## src/design/lpes_pkg.sv

```systemverilog
// lpes_pkg: constants, types and register map of the l2 event selector.
// assumes one 250 MHz clock and an axi4-lite register port.
`default_nettype none
package lpes_pkg;
	// ================================================================
	// register map (byte addresses)
	localparam logic [7:0] LPES_SELECT_OFFS = 8'h00;
	localparam logic [7:0] LPES_COUNT_OFFS  = 8'h04;
	localparam logic [7:0] LPES_STATUS_OFFS = 8'h08;
	localparam int         LPES_ADDR_W      = 8;
	localparam int         LPES_CNT_W       = 32;
	// select register fields
	localparam int LPES_SEL_EV_LSB = 0;
	localparam int LPES_SEL_UM_LSB = 8;
	localparam int LPES_SEL_EN_BIT = 16;
	// status register fields
	localparam int LPES_STAT_VALID_BIT = 0;
	localparam int LPES_STAT_ARCH_BIT  = 1;
	localparam int LPES_STAT_INCR_LSB  = 4;
	// ================================================================
	// event codes and fixed qualifiers
	localparam logic [7:0] LPES_EV_DIV_BUSY  = 8'h14;
	localparam logic [7:0] LPES_EV_ADDR_PATH = 8'h21;
	localparam logic [7:0] LPES_EV_DATA_PATH = 8'h22;
	localparam logic [7:0] LPES_EV_FILLS     = 8'h24;
	localparam logic [7:0] LPES_EV_L1_WB     = 8'h25;
	localparam logic [7:0] LPES_EV_EVICT     = 8'h26;
	localparam logic [7:0] LPES_EV_DEVICT    = 8'h27;
	localparam logic [7:0] LPES_EV_IFETCH    = 8'h28;
	localparam logic [7:0] LPES_EV_READ      = 8'h29;
	localparam logic [7:0] LPES_EV_STORE     = 8'h2A;
	localparam logic [7:0] LPES_EV_LOCK      = 8'h2B;
	localparam logic [7:0] LPES_EV_REQ       = 8'h2E;
	localparam logic [7:0] LPES_UM_DIV       = 8'h01;
	localparam logic [7:0] LPES_UM_LOCAL_MISS = 8'h41;
	localparam logic [7:0] LPES_UM_LOCAL_ALL  = 8'h4F;
	// qualifier fields: [7:6] cpu scope, [5:4] request kind, [3:0] line state
	localparam int LPES_UM_CPU_LSB = 6;
	localparam int LPES_UM_PF_LSB  = 4;
	localparam logic [1:0] LPES_CPU_SELF  = 2'h1;
	localparam logic [1:0] LPES_CPU_BOTH  = 2'h3;
	localparam logic [1:0] LPES_PF_DEMAND = 2'h0;
	localparam logic [1:0] LPES_PF_HW     = 2'h1;
	localparam logic [1:0] LPES_PF_ALL    = 2'h3;
	// line state one-hot: modified, exclusive, shared, invalid (miss)
	localparam logic [3:0] LPES_ST_I = 4'h1;
	// ================================================================
	// axi responses
	localparam logic [1:0] LPES_RESP_OKAY   = 2'h0;
	localparam logic [1:0] LPES_RESP_SLVERR = 2'h2;
	// ================================================================
	// per-cpu occurrence pulses, one cycle each
	typedef struct packed {
		logic       addr_busy;
		logic       data_half;
		logic       data_line;
		logic       fill;
		logic       fill_pf;
		logic       l1_wb;
		logic       evict;
		logic       evict_pf;
		logic       evict_dirty;
		logic       ifetch;
		logic       ifetch_unc;
		logic       ifetch_itlb;
		logic [3:0] ifetch_st;
		logic       rd;
		logic       rd_pf;
		logic [3:0] rd_st;
		logic       st;
		logic [3:0] st_st;
		logic       lock;
		logic       lock_l1_miss;
		logic [3:0] lock_st;
		logic       rq;
		logic       rq_pf;
		logic [3:0] rq_st;
	} lpes_occ_t;

	typedef enum logic [0:0] {
		LPES_WR_COLLECT = 1'b0,
		LPES_WR_RESP    = 1'b1
	} lpes_wr_st_t;

	typedef enum logic [0:0] {
		LPES_RD_IDLE = 1'b0,
		LPES_RD_DATA = 1'b1
	} lpes_rd_st_t;

	typedef struct packed {
		lpes_wr_st_t            wr_st;
		lpes_rd_st_t            rd_st;
		logic                   aw_held;
		logic [LPES_ADDR_W-1:0] aw_addr;
		logic                   w_held;
		logic [31:0]            wdata;
		logic [3:0]             wstrb;
		logic [1:0]             bresp;
		logic [31:0]            rdata;
		logic [1:0]             rresp;
		logic [7:0]             ev;
		logic [7:0]             um;
		logic                   en;
		logic [LPES_CNT_W-1:0]  cnt;
		logic [2:0]             incr;
	} lpes_regs_t;

	localparam lpes_regs_t LPES_REGS_RST = lpes_regs_t'('0);
endpackage
`default_nettype wire

```

## src/design/lpes_event_select.sv

```systemverilog
// lpes_event_select: picks the occurrence pulses that feed one event counter.
// assumes synchronous occurrence inputs from both cpus of the l2 cluster,
// an axi4-lite master on the register port and one clock domain.
//
// The AXI4-Lite register port and the placing of the registers were chosen for this implementation.
`default_nettype none

// Summary of operation
// - code 14H qualifier 01H counts each cycle the divider is busy
// - code 21H counts cycles the l2 address path is in use
// - code 22H counts l2 data path cycles moving hit data to l1
// - a full line transfer on 22H adds two in total
// - code 24H counts l2 line allocations
// - code 25H counts dirty l1 data writebacks into the l2
// - code 26H counts every l2 eviction
// - code 27H counts evictions of dirty l2 lines
// - code 28H counts cacheable instruction line requests, no uncached or itlb
// - code 29H counts l2 reads from l1 data and prefetchers
// - code 2AH counts stores missing l1 data that ask the l2
// - code 2BH counts locked accesses missing the l1 data cache
// - code 2EH counts all completed l2 requests
// - 2EH with 41H counts local demand requests that miss l2
// - 2EH with 4FH counts all local demand requests
// - 41H and 4FH selections are fixed, flagged as architectural
// - qualifier picks local cpu only or both cpus
// - qualifier picks demand, hardware prefetch, or both
// - qualifier filters by line coherence state
module lpes_event_select
	import lpes_pkg::*;
(
	input  wire logic             aclk,          // clock, 250 MHz
	input  wire logic             aresetn,       // sync reset, low
	input  wire logic             ce,            // clock enable
	input  wire logic             div_busy,      // divider busy this cycle
	input  wire lpes_occ_t [1:0]  occ,           // [0] local, [1] peer
	input  wire logic [7:0]       s_axi_awaddr,  // write address
	input  wire logic             s_axi_awvalid, // write address valid
	output logic                  s_axi_awready, // write address ready
	input  wire logic [31:0]      s_axi_wdata,   // write data
	input  wire logic [3:0]       s_axi_wstrb,   // byte enables
	input  wire logic             s_axi_wvalid,  // write data valid
	output logic                  s_axi_wready,  // write data ready
	output logic [1:0]            s_axi_bresp,   // write response
	output logic                  s_axi_bvalid,  // write response valid
	input  wire logic             s_axi_bready,  // write response ready
	input  wire logic [7:0]       s_axi_araddr,  // read address
	input  wire logic             s_axi_arvalid, // read address valid
	output logic                  s_axi_arready, // read address ready
	output logic [31:0]           s_axi_rdata,   // read data
	output logic [1:0]            s_axi_rresp,   // read response
	output logic                  s_axi_rvalid,  // read data valid
	input  wire logic             s_axi_rready,  // read data ready
	output logic [2:0]            sel_incr,      // increment this cycle
	output logic                  sel_defined    // selection is defined
);

	// ================================================================
	// qualifier helpers

	function automatic logic [1:0] cpu_mask(input logic [1:0] f);
		case (f)
			LPES_CPU_SELF: cpu_mask = 2'h1;
			LPES_CPU_BOTH: cpu_mask = 2'h3;
			default:       cpu_mask = 2'h0;
		endcase
	endfunction

	function automatic logic pf_ok(input logic [1:0] f, input logic is_pf);
		case (f)
			LPES_PF_DEMAND: pf_ok = !is_pf;
			LPES_PF_HW:     pf_ok = is_pf;
			LPES_PF_ALL:    pf_ok = 1'b1;
			default:        pf_ok = 1'b0;
		endcase
	endfunction

	function automatic logic st_ok(input logic [3:0] m, input logic [3:0] st);
		st_ok = |(m & st);
	endfunction

	function automatic logic [31:0] merge(input logic [31:0] old,
		input logic [31:0] nw, input logic [3:0] strb);
		logic [31:0] r;
		r = old;
		for (int b = 0; b < 4; b++) begin
			if (strb[b]) begin
				r[8*b +: 8] = nw[8*b +: 8];
			end
		end
		merge = r;
	endfunction

	// ================================================================
	// contribution of one cpu to the selected event, 0 to 2

	function automatic logic [1:0] cpu_hit(input logic [7:0] ev,
		input logic [7:0] um, input lpes_occ_t o);
		logic [1:0] pf;
		logic [3:0] m;
		logic [1:0] h;
		pf = um[LPES_UM_PF_LSB +: 2];
		m  = um[3:0];
		h  = 2'h0;
		case (ev)
			LPES_EV_ADDR_PATH: begin
				h = {1'b0, o.addr_busy};
			end
			LPES_EV_DATA_PATH: begin
				// a full line counts two, a half line one
				if (o.data_line) begin
					h = 2'h2;
				end else begin
					h = {1'b0, o.data_half};
				end
			end
			LPES_EV_FILLS: begin
				h = {1'b0, o.fill && pf_ok(pf, o.fill_pf)};
			end
			LPES_EV_L1_WB: begin
				h = {1'b0, o.l1_wb};
			end
			LPES_EV_EVICT: begin
				h = {1'b0, o.evict && pf_ok(pf, o.evict_pf)};
			end
			LPES_EV_DEVICT: begin
				h = {1'b0, o.evict && o.evict_dirty
					&& pf_ok(pf, o.evict_pf)};
			end
			LPES_EV_IFETCH: begin
				// uncached fetches and itlb walks are masked out here
				h = {1'b0, o.ifetch && !o.ifetch_unc && !o.ifetch_itlb
					&& st_ok(m, o.ifetch_st)};
			end
			LPES_EV_READ: begin
				h = {1'b0, o.rd && pf_ok(pf, o.rd_pf)
					&& st_ok(m, o.rd_st)};
			end
			LPES_EV_STORE: begin
				h = {1'b0, o.st && st_ok(m, o.st_st)};
			end
			LPES_EV_LOCK: begin
				h = {1'b0, o.lock && o.lock_l1_miss
					&& st_ok(m, o.lock_st)};
			end
			LPES_EV_REQ: begin
				// 41H: demand, local, invalid state = l2 miss
				// 4FH: demand, local, any state
				h = {1'b0, o.rq && pf_ok(pf, o.rq_pf)
					&& st_ok(m, o.rq_st)};
			end
			default: begin
				h = 2'h0;
			end
		endcase
		cpu_hit = h;
	endfunction

	// ================================================================
	// state

	lpes_regs_t state_ff;
	lpes_regs_t nxt_state;

	logic [1:0] sel_cpus;
	logic       l2_code;
	logic       arch_sel;
	logic       sel_ok;
	logic [2:0] incr_now;
	logic       aw_take;
	logic       w_take;
	logic       ar_take;
	logic       do_write;
	logic [31:0] rd_word;

	// ================================================================
	// selection decode

	always_comb begin
		sel_cpus = cpu_mask(state_ff.um[LPES_UM_CPU_LSB +: 2]);
		l2_code  = (state_ff.ev >= LPES_EV_ADDR_PATH)
			&& (state_ff.ev <= LPES_EV_REQ)
			&& (state_ff.ev != 8'h23)
			&& (state_ff.ev != 8'h2C)
			&& (state_ff.ev != 8'h2D);
		// fixed encodings, kept identical whatever the cluster size
		arch_sel = (state_ff.ev == LPES_EV_REQ)
			&& ((state_ff.um == LPES_UM_LOCAL_MISS)
			|| (state_ff.um == LPES_UM_LOCAL_ALL));
		if (state_ff.ev == LPES_EV_DIV_BUSY) begin
			sel_ok = (state_ff.um == LPES_UM_DIV);
		end else begin
			sel_ok = l2_code && (sel_cpus != 2'h0);
		end
	end

	// ================================================================
	// increment sum over both cpus

	always_comb begin
		incr_now = 3'h0;
		if (state_ff.ev == LPES_EV_DIV_BUSY) begin
			// divider is private to the local cpu
			if (sel_ok && div_busy) begin
				incr_now = 3'h1;
			end
		end else if (sel_ok) begin
			for (int i = 0; i < 2; i++) begin
				if (sel_cpus[i]) begin
					incr_now = incr_now
						+ {1'b0, cpu_hit(state_ff.ev, state_ff.um, occ[i])};
				end
			end
		end
	end

	// ================================================================
	// axi handshakes

	always_comb begin
		s_axi_awready = ce && (state_ff.wr_st == LPES_WR_COLLECT)
			&& !state_ff.aw_held;
		s_axi_wready  = ce && (state_ff.wr_st == LPES_WR_COLLECT)
			&& !state_ff.w_held;
		s_axi_arready = ce && (state_ff.rd_st == LPES_RD_IDLE);
		aw_take  = s_axi_awready && s_axi_awvalid;
		w_take   = s_axi_wready && s_axi_wvalid;
		ar_take  = s_axi_arready && s_axi_arvalid;
		do_write = (state_ff.wr_st == LPES_WR_COLLECT)
			&& state_ff.aw_held && state_ff.w_held;
	end

	// ================================================================
	// read mux

	always_comb begin
		rd_word = 32'h0;
		case (s_axi_araddr)
			LPES_SELECT_OFFS: begin
				rd_word[LPES_SEL_EV_LSB +: 8] = state_ff.ev;
				rd_word[LPES_SEL_UM_LSB +: 8] = state_ff.um;
				rd_word[LPES_SEL_EN_BIT]      = state_ff.en;
			end
			LPES_COUNT_OFFS: begin
				rd_word = state_ff.cnt;
			end
			LPES_STATUS_OFFS: begin
				rd_word[LPES_STAT_VALID_BIT]    = sel_ok;
				rd_word[LPES_STAT_ARCH_BIT]     = arch_sel;
				rd_word[LPES_STAT_INCR_LSB +: 3] = state_ff.incr;
			end
			default: begin
				rd_word = 32'h0;
			end
		endcase
	end

	// ================================================================
	// next state

	always_comb begin
		logic [31:0] sel_word;
		sel_word = 32'h0;
		nxt_state = state_ff;
		sel_word[LPES_SEL_EV_LSB +: 8] = state_ff.ev;
		sel_word[LPES_SEL_UM_LSB +: 8] = state_ff.um;
		sel_word[LPES_SEL_EN_BIT]      = state_ff.en;

		// registered increment; counting runs only while enabled
		nxt_state.incr = state_ff.en ? incr_now : 3'h0;
		if (state_ff.en) begin
			nxt_state.cnt = state_ff.cnt
				+ {{(LPES_CNT_W-3){1'b0}}, state_ff.incr};
		end

		if (aw_take) begin
			nxt_state.aw_held = 1'b1;
			nxt_state.aw_addr = s_axi_awaddr;
		end
		if (w_take) begin
			nxt_state.w_held = 1'b1;
			nxt_state.wdata  = s_axi_wdata;
			nxt_state.wstrb  = s_axi_wstrb;
		end

		case (state_ff.wr_st)
			LPES_WR_COLLECT: begin
				if (do_write) begin
					nxt_state.aw_held = 1'b0;
					nxt_state.w_held  = 1'b0;
					nxt_state.wr_st   = LPES_WR_RESP;
					nxt_state.bresp   = LPES_RESP_OKAY;
					case (state_ff.aw_addr)
						LPES_SELECT_OFFS: begin
							sel_word = merge(sel_word, state_ff.wdata,
								state_ff.wstrb);
							nxt_state.ev = sel_word[LPES_SEL_EV_LSB +: 8];
							nxt_state.um = sel_word[LPES_SEL_UM_LSB +: 8];
							nxt_state.en = sel_word[LPES_SEL_EN_BIT];
							// a new selection drops any increment in flight
							nxt_state.incr = 3'h0;
						end
						LPES_COUNT_OFFS: begin
							// software load beats the increment this cycle
							nxt_state.cnt = merge(state_ff.cnt, state_ff.wdata,
								state_ff.wstrb);
						end
						LPES_STATUS_OFFS: begin
							nxt_state.bresp = LPES_RESP_OKAY;
						end
						default: begin
							nxt_state.bresp = LPES_RESP_SLVERR;
						end
					endcase
				end
			end
			LPES_WR_RESP: begin
				if (s_axi_bready) begin
					nxt_state.wr_st = LPES_WR_COLLECT;
				end
			end
			default: begin
				nxt_state.wr_st = LPES_WR_COLLECT;
			end
		endcase

		case (state_ff.rd_st)
			LPES_RD_IDLE: begin
				if (ar_take) begin
					nxt_state.rd_st = LPES_RD_DATA;
					nxt_state.rdata = rd_word;
					case (s_axi_araddr)
						LPES_SELECT_OFFS,
						LPES_COUNT_OFFS,
						LPES_STATUS_OFFS: nxt_state.rresp = LPES_RESP_OKAY;
						default:          nxt_state.rresp = LPES_RESP_SLVERR;
					endcase
				end
			end
			LPES_RD_DATA: begin
				if (s_axi_rready) begin
					nxt_state.rd_st = LPES_RD_IDLE;
				end
			end
			default: begin
				nxt_state.rd_st = LPES_RD_IDLE;
			end
		endcase
	end

	// ================================================================
	// registers; ce low freezes everything, reset still loads

	always_ff @(posedge aclk) begin
		if (!aresetn) begin
			state_ff <= LPES_REGS_RST;
		end else if (ce) begin
			state_ff <= nxt_state;
		end
	end

	// ================================================================
	// outputs

	always_comb begin
		s_axi_bvalid = (state_ff.wr_st == LPES_WR_RESP);
		s_axi_bresp  = state_ff.bresp;
		s_axi_rvalid = (state_ff.rd_st == LPES_RD_DATA);
		s_axi_rdata  = state_ff.rdata;
		s_axi_rresp  = state_ff.rresp;
		sel_incr     = state_ff.incr;
		sel_defined  = sel_ok;
	end

endmodule
`default_nettype wire

```

## config.mk

```make
export PLATFORM = sky130hd
export DESIGN_NAME = lpes_event_select
export DESIGN_NICKNAME = d
export VERILOG_FILES = /design/src/design/lpes_pkg.sv /design/src/design/lpes_event_select.sv
export SDC_FILE = /design/constraint.sdc
export NUM_CORES = 1
export LEC_CHECK = 0
export BUFFER_PORTS_ARGS = -buffer_cell sky130_fd_sc_hd__buf_4
export CAP_MARGIN = 5
export CELL_PAD_IN_SITES_DETAIL_PLACEMENT = 2
export CELL_PAD_IN_SITES_GLOBAL_PLACEMENT = 2
export CORE_MARGIN = 2
export CORE_UTILIZATION = 25
export DETAILED_ROUTE_END_ITERATION = 12
export PLACE_DENSITY_LB_ADDON = 0.1
export SYNTH_ARGS = -nofsm -noshare
export SYNTH_HDL_FRONTEND = slang
export SYNTH_SLANG_ARGS = --single-unit
export TNS_END_PERCENT = 50
```

## constraint.sdc

```tcl
create_clock -name aclk -period 6.3 [get_ports aclk]
set_input_delay 1.89 -clock aclk [delete_from_list [all_inputs] [get_ports aclk]]
set_output_delay 1.89 -clock aclk [all_outputs]
set_load 0.01 [all_outputs]
```

### After elaboration in Yosys (flattened, before gate mapping)

Index checks and enable logic that the tools add are counted.
W data, S select, Z words.

| storage, ports and cells | value |
|---|---|
| register bits | 136 |
| input bits | 139 |
| output and inout port bits | 45 |
| logic and storage cells | 243 |

| operators by class | value |
|---|---|
| add/sub/neg operators | 2 |
| magnitude comparators | 2 |
| eq/ne operators | 30 |
| multiplexer cells | 93 |
| bitwise operators | 12 |
| reduce and logical (&&, ||, !) cells | 86 |

Operator list:

| kind | number |
|---|---|
| $eq A8 B6 Y1 const B | 11 |
| $mux W35 | 2 |
| $mux W32 | 2 |
| $mux W1 | 50 |
| $logic_and A1 B1 Y1 | 44 |
| $pmux W2 S11 | 2 |
| $and A4 B4 Y4 | 10 |
| $reduce_or A4 Y1 | 10 |
| $mux W37 | 1 |
| $add A32 B3 Y32 | 1 |
| $mux W8 | 4 |
| $ne A8 B6 Y1 const B | 3 |
| $pmux W1 S3 | 8 |
| $mux W3 | 7 |
| $pmux W10 S2 | 1 |
| $eq A8 B3 Y1 const B | 2 |
| $eq A8 B4 Y1 const B | 2 |
| $eq A8 B7 Y1 const B | 2 |
| $logic_not A8 Y1 | 2 |
| $mux W2 | 8 |
| $ne A4 B4 Y1 const B | 4 |
| $mux W15 | 1 |
| $reduce_and A5 Y1 | 3 |
| $logic_not A1 Y1 | 14 |
| other kinds (19) | 31 |

### Longest topological paths before layout

Gate-level depths: netlist (run 1).

| depth | value |
|---|---|
| word-level depth | 23 |
| mapped depth | 12 |
| gate-level depth less buffers | 11 |

### Least setup slack after synthesis (run 1)

OpenSTA, ideal clock, no wires.

| timing | value |
|---|---|
| path kind | input port to output port |
| start point | in ce |
| end point | out s_axi_awready |
| arrival | 2.345 ns |
| data required time | 4.410 ns |
| path slack | 2.065 ns |
| stages | 3 |
| buffers on the path | 1 |
| cell sequence | buf_2 -> nand2b_1 -> nor2_1 |

| between the ends | value |
|---|---|
| cells in the longest elaborated chain, start to end | 2 |

Ends and longest elaborated chain:

| item | RTL line | source |
|---|---|---|
| start, declared | lpes_event_select.sv:33 | `input wire logic ce,` |
| $logic_and A1 B1 Y1 | lpes_event_select.sv:220 | `s_axi_awready = ce && (state_ff.wr_st == LPES_WR_COLLECT)` |
| $logic_and A1 B1 Y1 | lpes_event_select.sv:221 | `&& !state_ff.aw_held;` |
| end, declared | lpes_event_select.sv:38 | `output logic s_axi_awready,` |

Every way passes these cells.

### Worst setup path in the final report (run 1)

| timing | value |
|---|---|
| start point | in ce |
| end point | out s_axi_wready |

| between the ends | value |
|---|---|
| cells in the longest elaborated chain, start to end | 2 |

Ends and longest elaborated chain:

| item | RTL line | source |
|---|---|---|
| $logic_and A1 B1 Y1 | lpes_event_select.sv:222 | `s_axi_wready = ce && (state_ff.wr_st == LPES_WR_COLLECT)` |
| $logic_and A1 B1 Y1 | lpes_event_select.sv:223 | `&& !state_ff.w_held;` |
| end, declared | lpes_event_select.sv:42 | `output logic s_axi_wready,` |

Every way passes these cells.

==> results of run 1 <==
cells by family after synthesis:
| logic type | after synthesis | share of synthesized area |
|---|---|---|
| AO/OA/AOI/OAI | 260 | 0.228 |
| XOR/XNOR | 8 | 0.00954 |
| adder cells (fa/ha/maj) | 6 | 0.0123 |
| buffers and inverters | 115 | 0.0908 |
| flip-flops | 134 | 0.365 |
| multiplexers | 36 | 0.0492 |
| other | 1 | 0.000510 |
| AND/OR/NAND/NOR | 369 | 0.245 |
per-layer routing:
metal / GRT usage / vias up / part of all wire
met5: 0 / - / 0
met4: 0.0475 / 0 / 0.013
met3: 0.0338 / 24 / 0.038
met2: 0.295 / 140 / 0.45
met1: 0.256 / 3510 / 0.50
li1: - / 3482 / -
final timing paths:
kind | startpoint | endpoint | slack [ns] | cells after the start
setup reg to reg | state_ff[38] | sel_incr[1] | 3.17 | 11
setup / recovery | ce | s_axi_wready | 1.67 | 4
hold / removal | state_ff[118] | state_ff[118] | 0.46 | 2
hold reg to reg | state_ff[118] | state_ff[118] | 0.46 | 2
layout make-up:
| cell class | count | area (um^2) | area share |
|---|---|---|---|
| Clock buffer | 19 | 453 | 0.0492 |
| Clock inverter | 12 | 119 | 0.0129 |
| Inverter | 14 | 53.8 | 0.00585 |
| Multi-Input combinational cell | 681 | 4000 | 0.435 |
| Sequential cell | 134 | 2680 | 0.292 |
| Tap cell | 384 | 480 | 0.0522 |
| Timing Repair Buffer | 188 | 1410 | 0.153 |
sequential cells by signal, indices dropped and copies added (netlist names):
name,flops
state_ff,95
s_axi_rdata,32
s_axi_rresp,1
sel_incr,3
s_axi_bvalid,1
s_axi_rvalid,1
s_axi_bresp,1
worst max-delay path, cell delays in order:
cell,delay (ns)
buf_4,0.34
nand2b_1,0.13
nor2_1,0.20
buf_4,0.16
stage by stage:
stage / cell area (um^2) / total power [mW]
3_3_place_gp: 8630 / 1.07
5_1_grt: 9200 / 2.13
6_report: 9200 / 2.04
4_1_cts: 9200 / 2.08
2_1_floorplan: 7350 / 0.973
3_5_place_dp: 8630 / 1.08
synthesized netlist by cell type (7+ instances only):
cell type	instances	area, um^2
a221oi_1	8	70.1
and3_1	10	62.6
o21ai_1	18	90.1
nor3_1	11	55.1
nor2_1	113	424
nand2b_1	7	43.8
buf_2	10	50.1
nand4_1	7	43.8
buf_4	40	300
a22oi_1	29	218
mux2i_1	35	350
a21oi_1	99	495
clkbuf_1	40	150
nand2_1	137	514
buf_6	7	78.8
nand3_1	24	120
a211oi_1	9	67.6
a22o_1	8	70.1
inv_1	14	52.6
dfxtp_1	134	2680
o22ai_1	8	50.1
a31oi_1	9	56.3
o21ai_0	24	120
power by group:
group / total [mW] / switching, mW / internal (mW) / leakage [nW]
sequential: 0.885 / 0.0201 / 0.865 / 1.08
clock: 0.989 / 0.422 / 0.567 / 0.266
combinational: 0.167 / 0.0836 / 0.0837 / 2.36
total: 2.04 / 0.526 / 1.52 / 3.71
==> flow_metrics.env, run 1 <==
export IMPL_finalNonFillerCells=1432
export IMPL_fin_nets=1181
export IMPL_die_h_um=175
export IMPL_wirelength_mm=28.2
export IMPL_routabilityCongestion=0.774
export IMPL_cts_resized=0
export IMPL_max_freq_ghz=0.216
export IMPL_setup_viol=0
export IMPL_netlist_area_mm2=0.00735
export IMPL_outcome="complete, no violations"
export IMPL_io_buffers=181
export IMPL_rows=62
export IMPL_cellPowerDensity_mw_per_mm2=222
export IMPL_synth_seq_cells=134
export IMPL_clock_sinks=134
export IMPL_clk_latency_ns=0.43
export IMPL_grt_pass1_vias=7407
export IMPL_ir_drop_uv=136
export IMPL_clk_pin_slew_ns=0.07
export IMPL_cts_buffers=17
export IMPL_synthFlopType="dfxtp_1"
export IMPL_initial_utilization=0.255
export IMPL_leakage_nw=3.71
export IMPL_synth_yosys_seq_area_share=0.365
export IMPL_cp_end_kind="output port"
export IMPL_die_area_mm2=0.0308
export IMPL_syn_to_final_growth_pct=25.2
export IMPL_syn_area_per_cell_um2=7.91
export IMPL_slew_violations=0
export IMPL_root_buffer="clkbuf_16"
export IMPL_post_place_cells=1401
export IMPL_final_cell_mix="buf_4 (188), nand2_1 (137), dfxtp_1 (134), nor2_1 (113), a21oi_1 (99)"
export IMPL_start_kind="input port"
export IMPL_grt_antenna_before_repair=0
export IMPL_final_common_cell="buf_4"
export IMPL_async_reset_ff_frac=0
export IMPL_post_cts_buffers=0
export IMPL_hp_class="reg2reg"
export IMPL_postRouteAntennaNets=0
export IMPL_setup_ws_ns=1.67
export IMPL_drv_cap=0
export IMPL_io_pins=184
export IMPL_cp_max_fo=29
export IMPL_fin_crit_ns=4.63
export IMPL_synth_warnings=0
export IMPL_fill_cells=3337
export IMPL_drc=0
export IMPL_synth_cells=929
export IMPL_htreeDepth=4
export IMPL_relSlewSlack=0.229
export IMPL_critical_path_class="in2out"
export IMPL_rsz0062_at_grt="no"
export IMPL_antennaDiodeCount=0
export IMPL_final_hold_viol_count=0
export IMPL_skew_ns=0.00888
export IMPL_hpwlAfterDp_mm=20.7
export IMPL_die_x_um=175
export IMPL_synth_edff_count=0
export IMPL_grt_first_pass_wirelength_mm=44.3
export IMPL_wire_per_inst_um=19.7
export IMPL_fin_setup_tns_ns=0
export IMPL_drt_iter0_markers=301
export IMPL_post_route_period_util=0.735
export IMPL_grt_max_degree=58
export IMPL_cp_data_arrival_time_ns=2.74
export IMPL_routed_via_density=5.00
export IMPL_holdWs_ns=0.457
export IMPL_grt_use_total=0.185
export IMPL_ys_types=86
export IMPL_overflow=0
export IMPL_clk_path_buf_depth=2
export IMPL_pre_cts_slack_ns=1.67
export IMPL_tightest_slew_ns=1.15
export IMPL_required_ns=4.41
export IMPL_drive_gt1_frac=0.239
export IMPL_drt_pass1_iterations=4
export IMPL_holdBufCountCts=0
export IMPL_coreArea_mm2=0.0288
export IMPL_final_util=0.320
export IMPL_cts_tree="done"
export IMPL_vias=7156
(Power assumes the default switching activity.)
==> run 2, diff against run 1 <==
==> constraint.sdc (replaced) <==
create_clock -name aclk -period 4.5 [get_ports aclk]
set_input_delay 1.35 -clock aclk [delete_from_list [all_inputs] [get_ports aclk]]
set_output_delay 1.35 -clock aclk [all_outputs]
set_load 0.01 [all_outputs]
==> run 2 against run 1 <==
  * Register-to-register slack got worse by 1.8 ns
  * Global-route usage is 0.058 points higher
  * Setup slack worse by 0.76 ns
  * Utilization grew 0.21 points
  * Sequential power increased by 40%
  * Highest routed layer unchanged
  * Final cell count grew 0.42%
  * Via count grew 0.89%
  * Largest power group unchanged
  * Critical path type is now reg2out
  * Clock power is 45% higher
  * Worst hold slack better by 0.0033 ns
  * Flip-flop and latch count unchanged
  * Largest cell class unchanged
  * First-iteration DRC count rose by 35%
  * Routed wire length rose by 0.53%
==> flow_metrics.env, run 2 (synthesis results as in run 1) <==
export IMPL_ir_drop_uv=192
export IMPL_holdWs_ns=0.460
export IMPL_hp_class="reg2reg"
export IMPL_die_area_mm2=0.0308
export IMPL_cts_resized=0
export IMPL_grt_antenna_before_repair=0
export IMPL_routabilityCongestion=0.764
export IMPL_fill_cells=3339
export IMPL_hold_end="state_ff[113]"
export IMPL_internal_power_mw=2.16
export IMPL_hpwlAfterDp_mm=20.8
export IMPL_setup_viol=0
export IMPL_p_clk_frac=0.493
export IMPL_die_h_um=175
export IMPL_cellPowerDensity_mw_per_mm2=314
export IMPL_wirelength_mm=28.3
export IMPL_cp_max_fo=14
export IMPL_rsz0062_at_grt="no"
export IMPL_drive_gt1_frac=0.243
export IMPL_top_register="state_ff"
export IMPL_reg2reg_from="state_ff[38]"
export IMPL_drt_iter0_markers=406
export IMPL_critical_path_class="reg2out"
export IMPL_worstRegToRegCells=11
export IMPL_grt_pass1_vias=7538
export IMPL_slew_violations=0
export IMPL_wire_per_inst_um=19.7
export IMPL_io_pins=184
export IMPL_postRouteAntennaNets=0
export IMPL_post_route_period_util=0.799
export IMPL_switching_share=0.257
export IMPL_relSlewSlack=0.242
export IMPL_clk_pin_slew_ns=0.06
export IMPL_drc=0
export IMPL_syn_to_final_growth_pct=26.1
export IMPL_r2r_slack_ns=1.40
export IMPL_drt_pass1_iterations=4
export IMPL_cts_buffers=17
export IMPL_tightest_slew_ns=1.12
export IMPL_die_x_um=175
export IMPL_power_frac_comb=0.082
export IMPL_cp_end_kind="output port"
export IMPL_required_ns=3.15
export IMPL_cp_data_arrival_time_ns=2.25
export IMPL_p_sw_mw=0.747
export IMPL_outcome="complete, no violations"
export IMPL_coreArea_mm2=0.0288
export IMPL_max_freq_ghz=0.278
export IMPL_initial_utilization=0.255
export IMPL_io_buffers=181
export IMPL_antennaDiodeCount=0
export IMPL_final_common_cell="buf_4"
export IMPL_final_cell_mix="buf_4 (193), nand2_1 (137), dfxtp_1 (134), nor2_1 (113), a21oi_1 (99)"
export IMPL_routed_via_density=5.02
export IMPL_final_hold_viol_count=0
export IMPL_grt_use_total=0.185
export IMPL_root_buffer="clkbuf_16"
export IMPL_finalPower_mw=2.91
export IMPL_grt_first_pass_wirelength_mm=44.9
export IMPL_largest_reg_flops=95
export IMPL_holdBufCountCts=0
export IMPL_fin_crit_ns=3.60
export IMPL_clock_sinks=134
export IMPL_post_cts_buffers=0
export IMPL_drv_cap=0
export IMPL_grt_max_degree=55
export IMPL_min_from="state_ff[113]"
export IMPL_fin_setup_tns_ns=0
export IMPL_clk_latency_ns=0.42
export IMPL_cts_tree="done"
export IMPL_leakage_nw=3.75
export IMPL_fin_nets=1186
export IMPL_htreeDepth=4
export IMPL_overflow=0
export IMPL_power_frac_seq=0.426
export IMPL_start_kind="flop"
export IMPL_skew_ns=0.0128
export IMPL_clk_path_buf_depth=2
export IMPL_rows=62
export IMPL_r2r_end="sel_incr[1]"
export IMPL_whs_path_depth=2
export IMPL_vias=7220
run 2: cell types whose count changed in the layout (fill, tap and decap cells not counted):
cell / change
and4_1: -1
and4_2: +1
buf_4: +5
bufinv_16: +1
clkbuf_1: +1
clkbuf_8: -2
clkinv_2: -1
clkinv_4: +2
clkinvlp_4: -3
inv_6: +3
run 2: power by group through the flow:
stage	clock network, mW	logic (mW)	registers, mW
after detailed placement	0	0.243	1.27
after floorplan	0	0.109	1.25
after global routing	1.53	0.265	1.24
final	1.43	0.238	1.24
after global placement	0	0.238	1.27
after CTS	1.47	0.243	1.24
run 2: cell type report:
class	instances	area [um^2]	area share
multi-input combinational	681	4000	0.432
sequential	134	2680	0.290
timing repair buffer	193	1450	0.156
tap	384	480	0.0519
clock buffer	18	429	0.0463
clock inverter	14	165	0.0178
inverter	14	53.8	0.00581
run 2: worst max-delay path by stage:
stage | start | end | slack [ns] | depth (start not counted)
after floorplan | occ[28] | sel_incr[1] | 1.09 | 11
after global placement | occ[28] | sel_incr[1] | 0.76 | 12
after detailed placement | occ[28] | sel_incr[1] | 0.77 | 12
after CTS | state_ff[45] | sel_defined | 0.88 | 5
after global routing | state_ff[45] | sel_defined | 0.70 | 5
final | state_ff[45] | sel_defined | 0.90 | 5
run 2: routing by layer:
metal	track usage	vias to the layer above	wire, um
met2	0.294	144	12700
met5	0	-	0
met3	0.0333	15	1150
met1	0.263	3561	14200
met4	0.0386	0	312
li1	-	3500	-
run 2: worst max-delay path, stage by stage, from the launching register on:
cell and delay (ns):
dfxtp_1 0.69, nand2b_1 0.28, a21boi_0 0.12, o211ai_1 0.46
nand2_1 0.11, buf_4 0.18
run 2: stage by stage:
stage | worst slack (ns) | util | cell area [um^2] | std cells
floorplan | 1.09 | - | 7350 | 930
global placement | 0.756 | 0.301 | 8670 | 1406
detailed placement | 0.772 | 0.301 | 8670 | 1406
CTS | 0.877 | 0.322 | 9260 | 1438
global route | 0.700 | 0.322 | 9260 | 1438
finish | 0.904 | 0.322 | 9260 | 1438
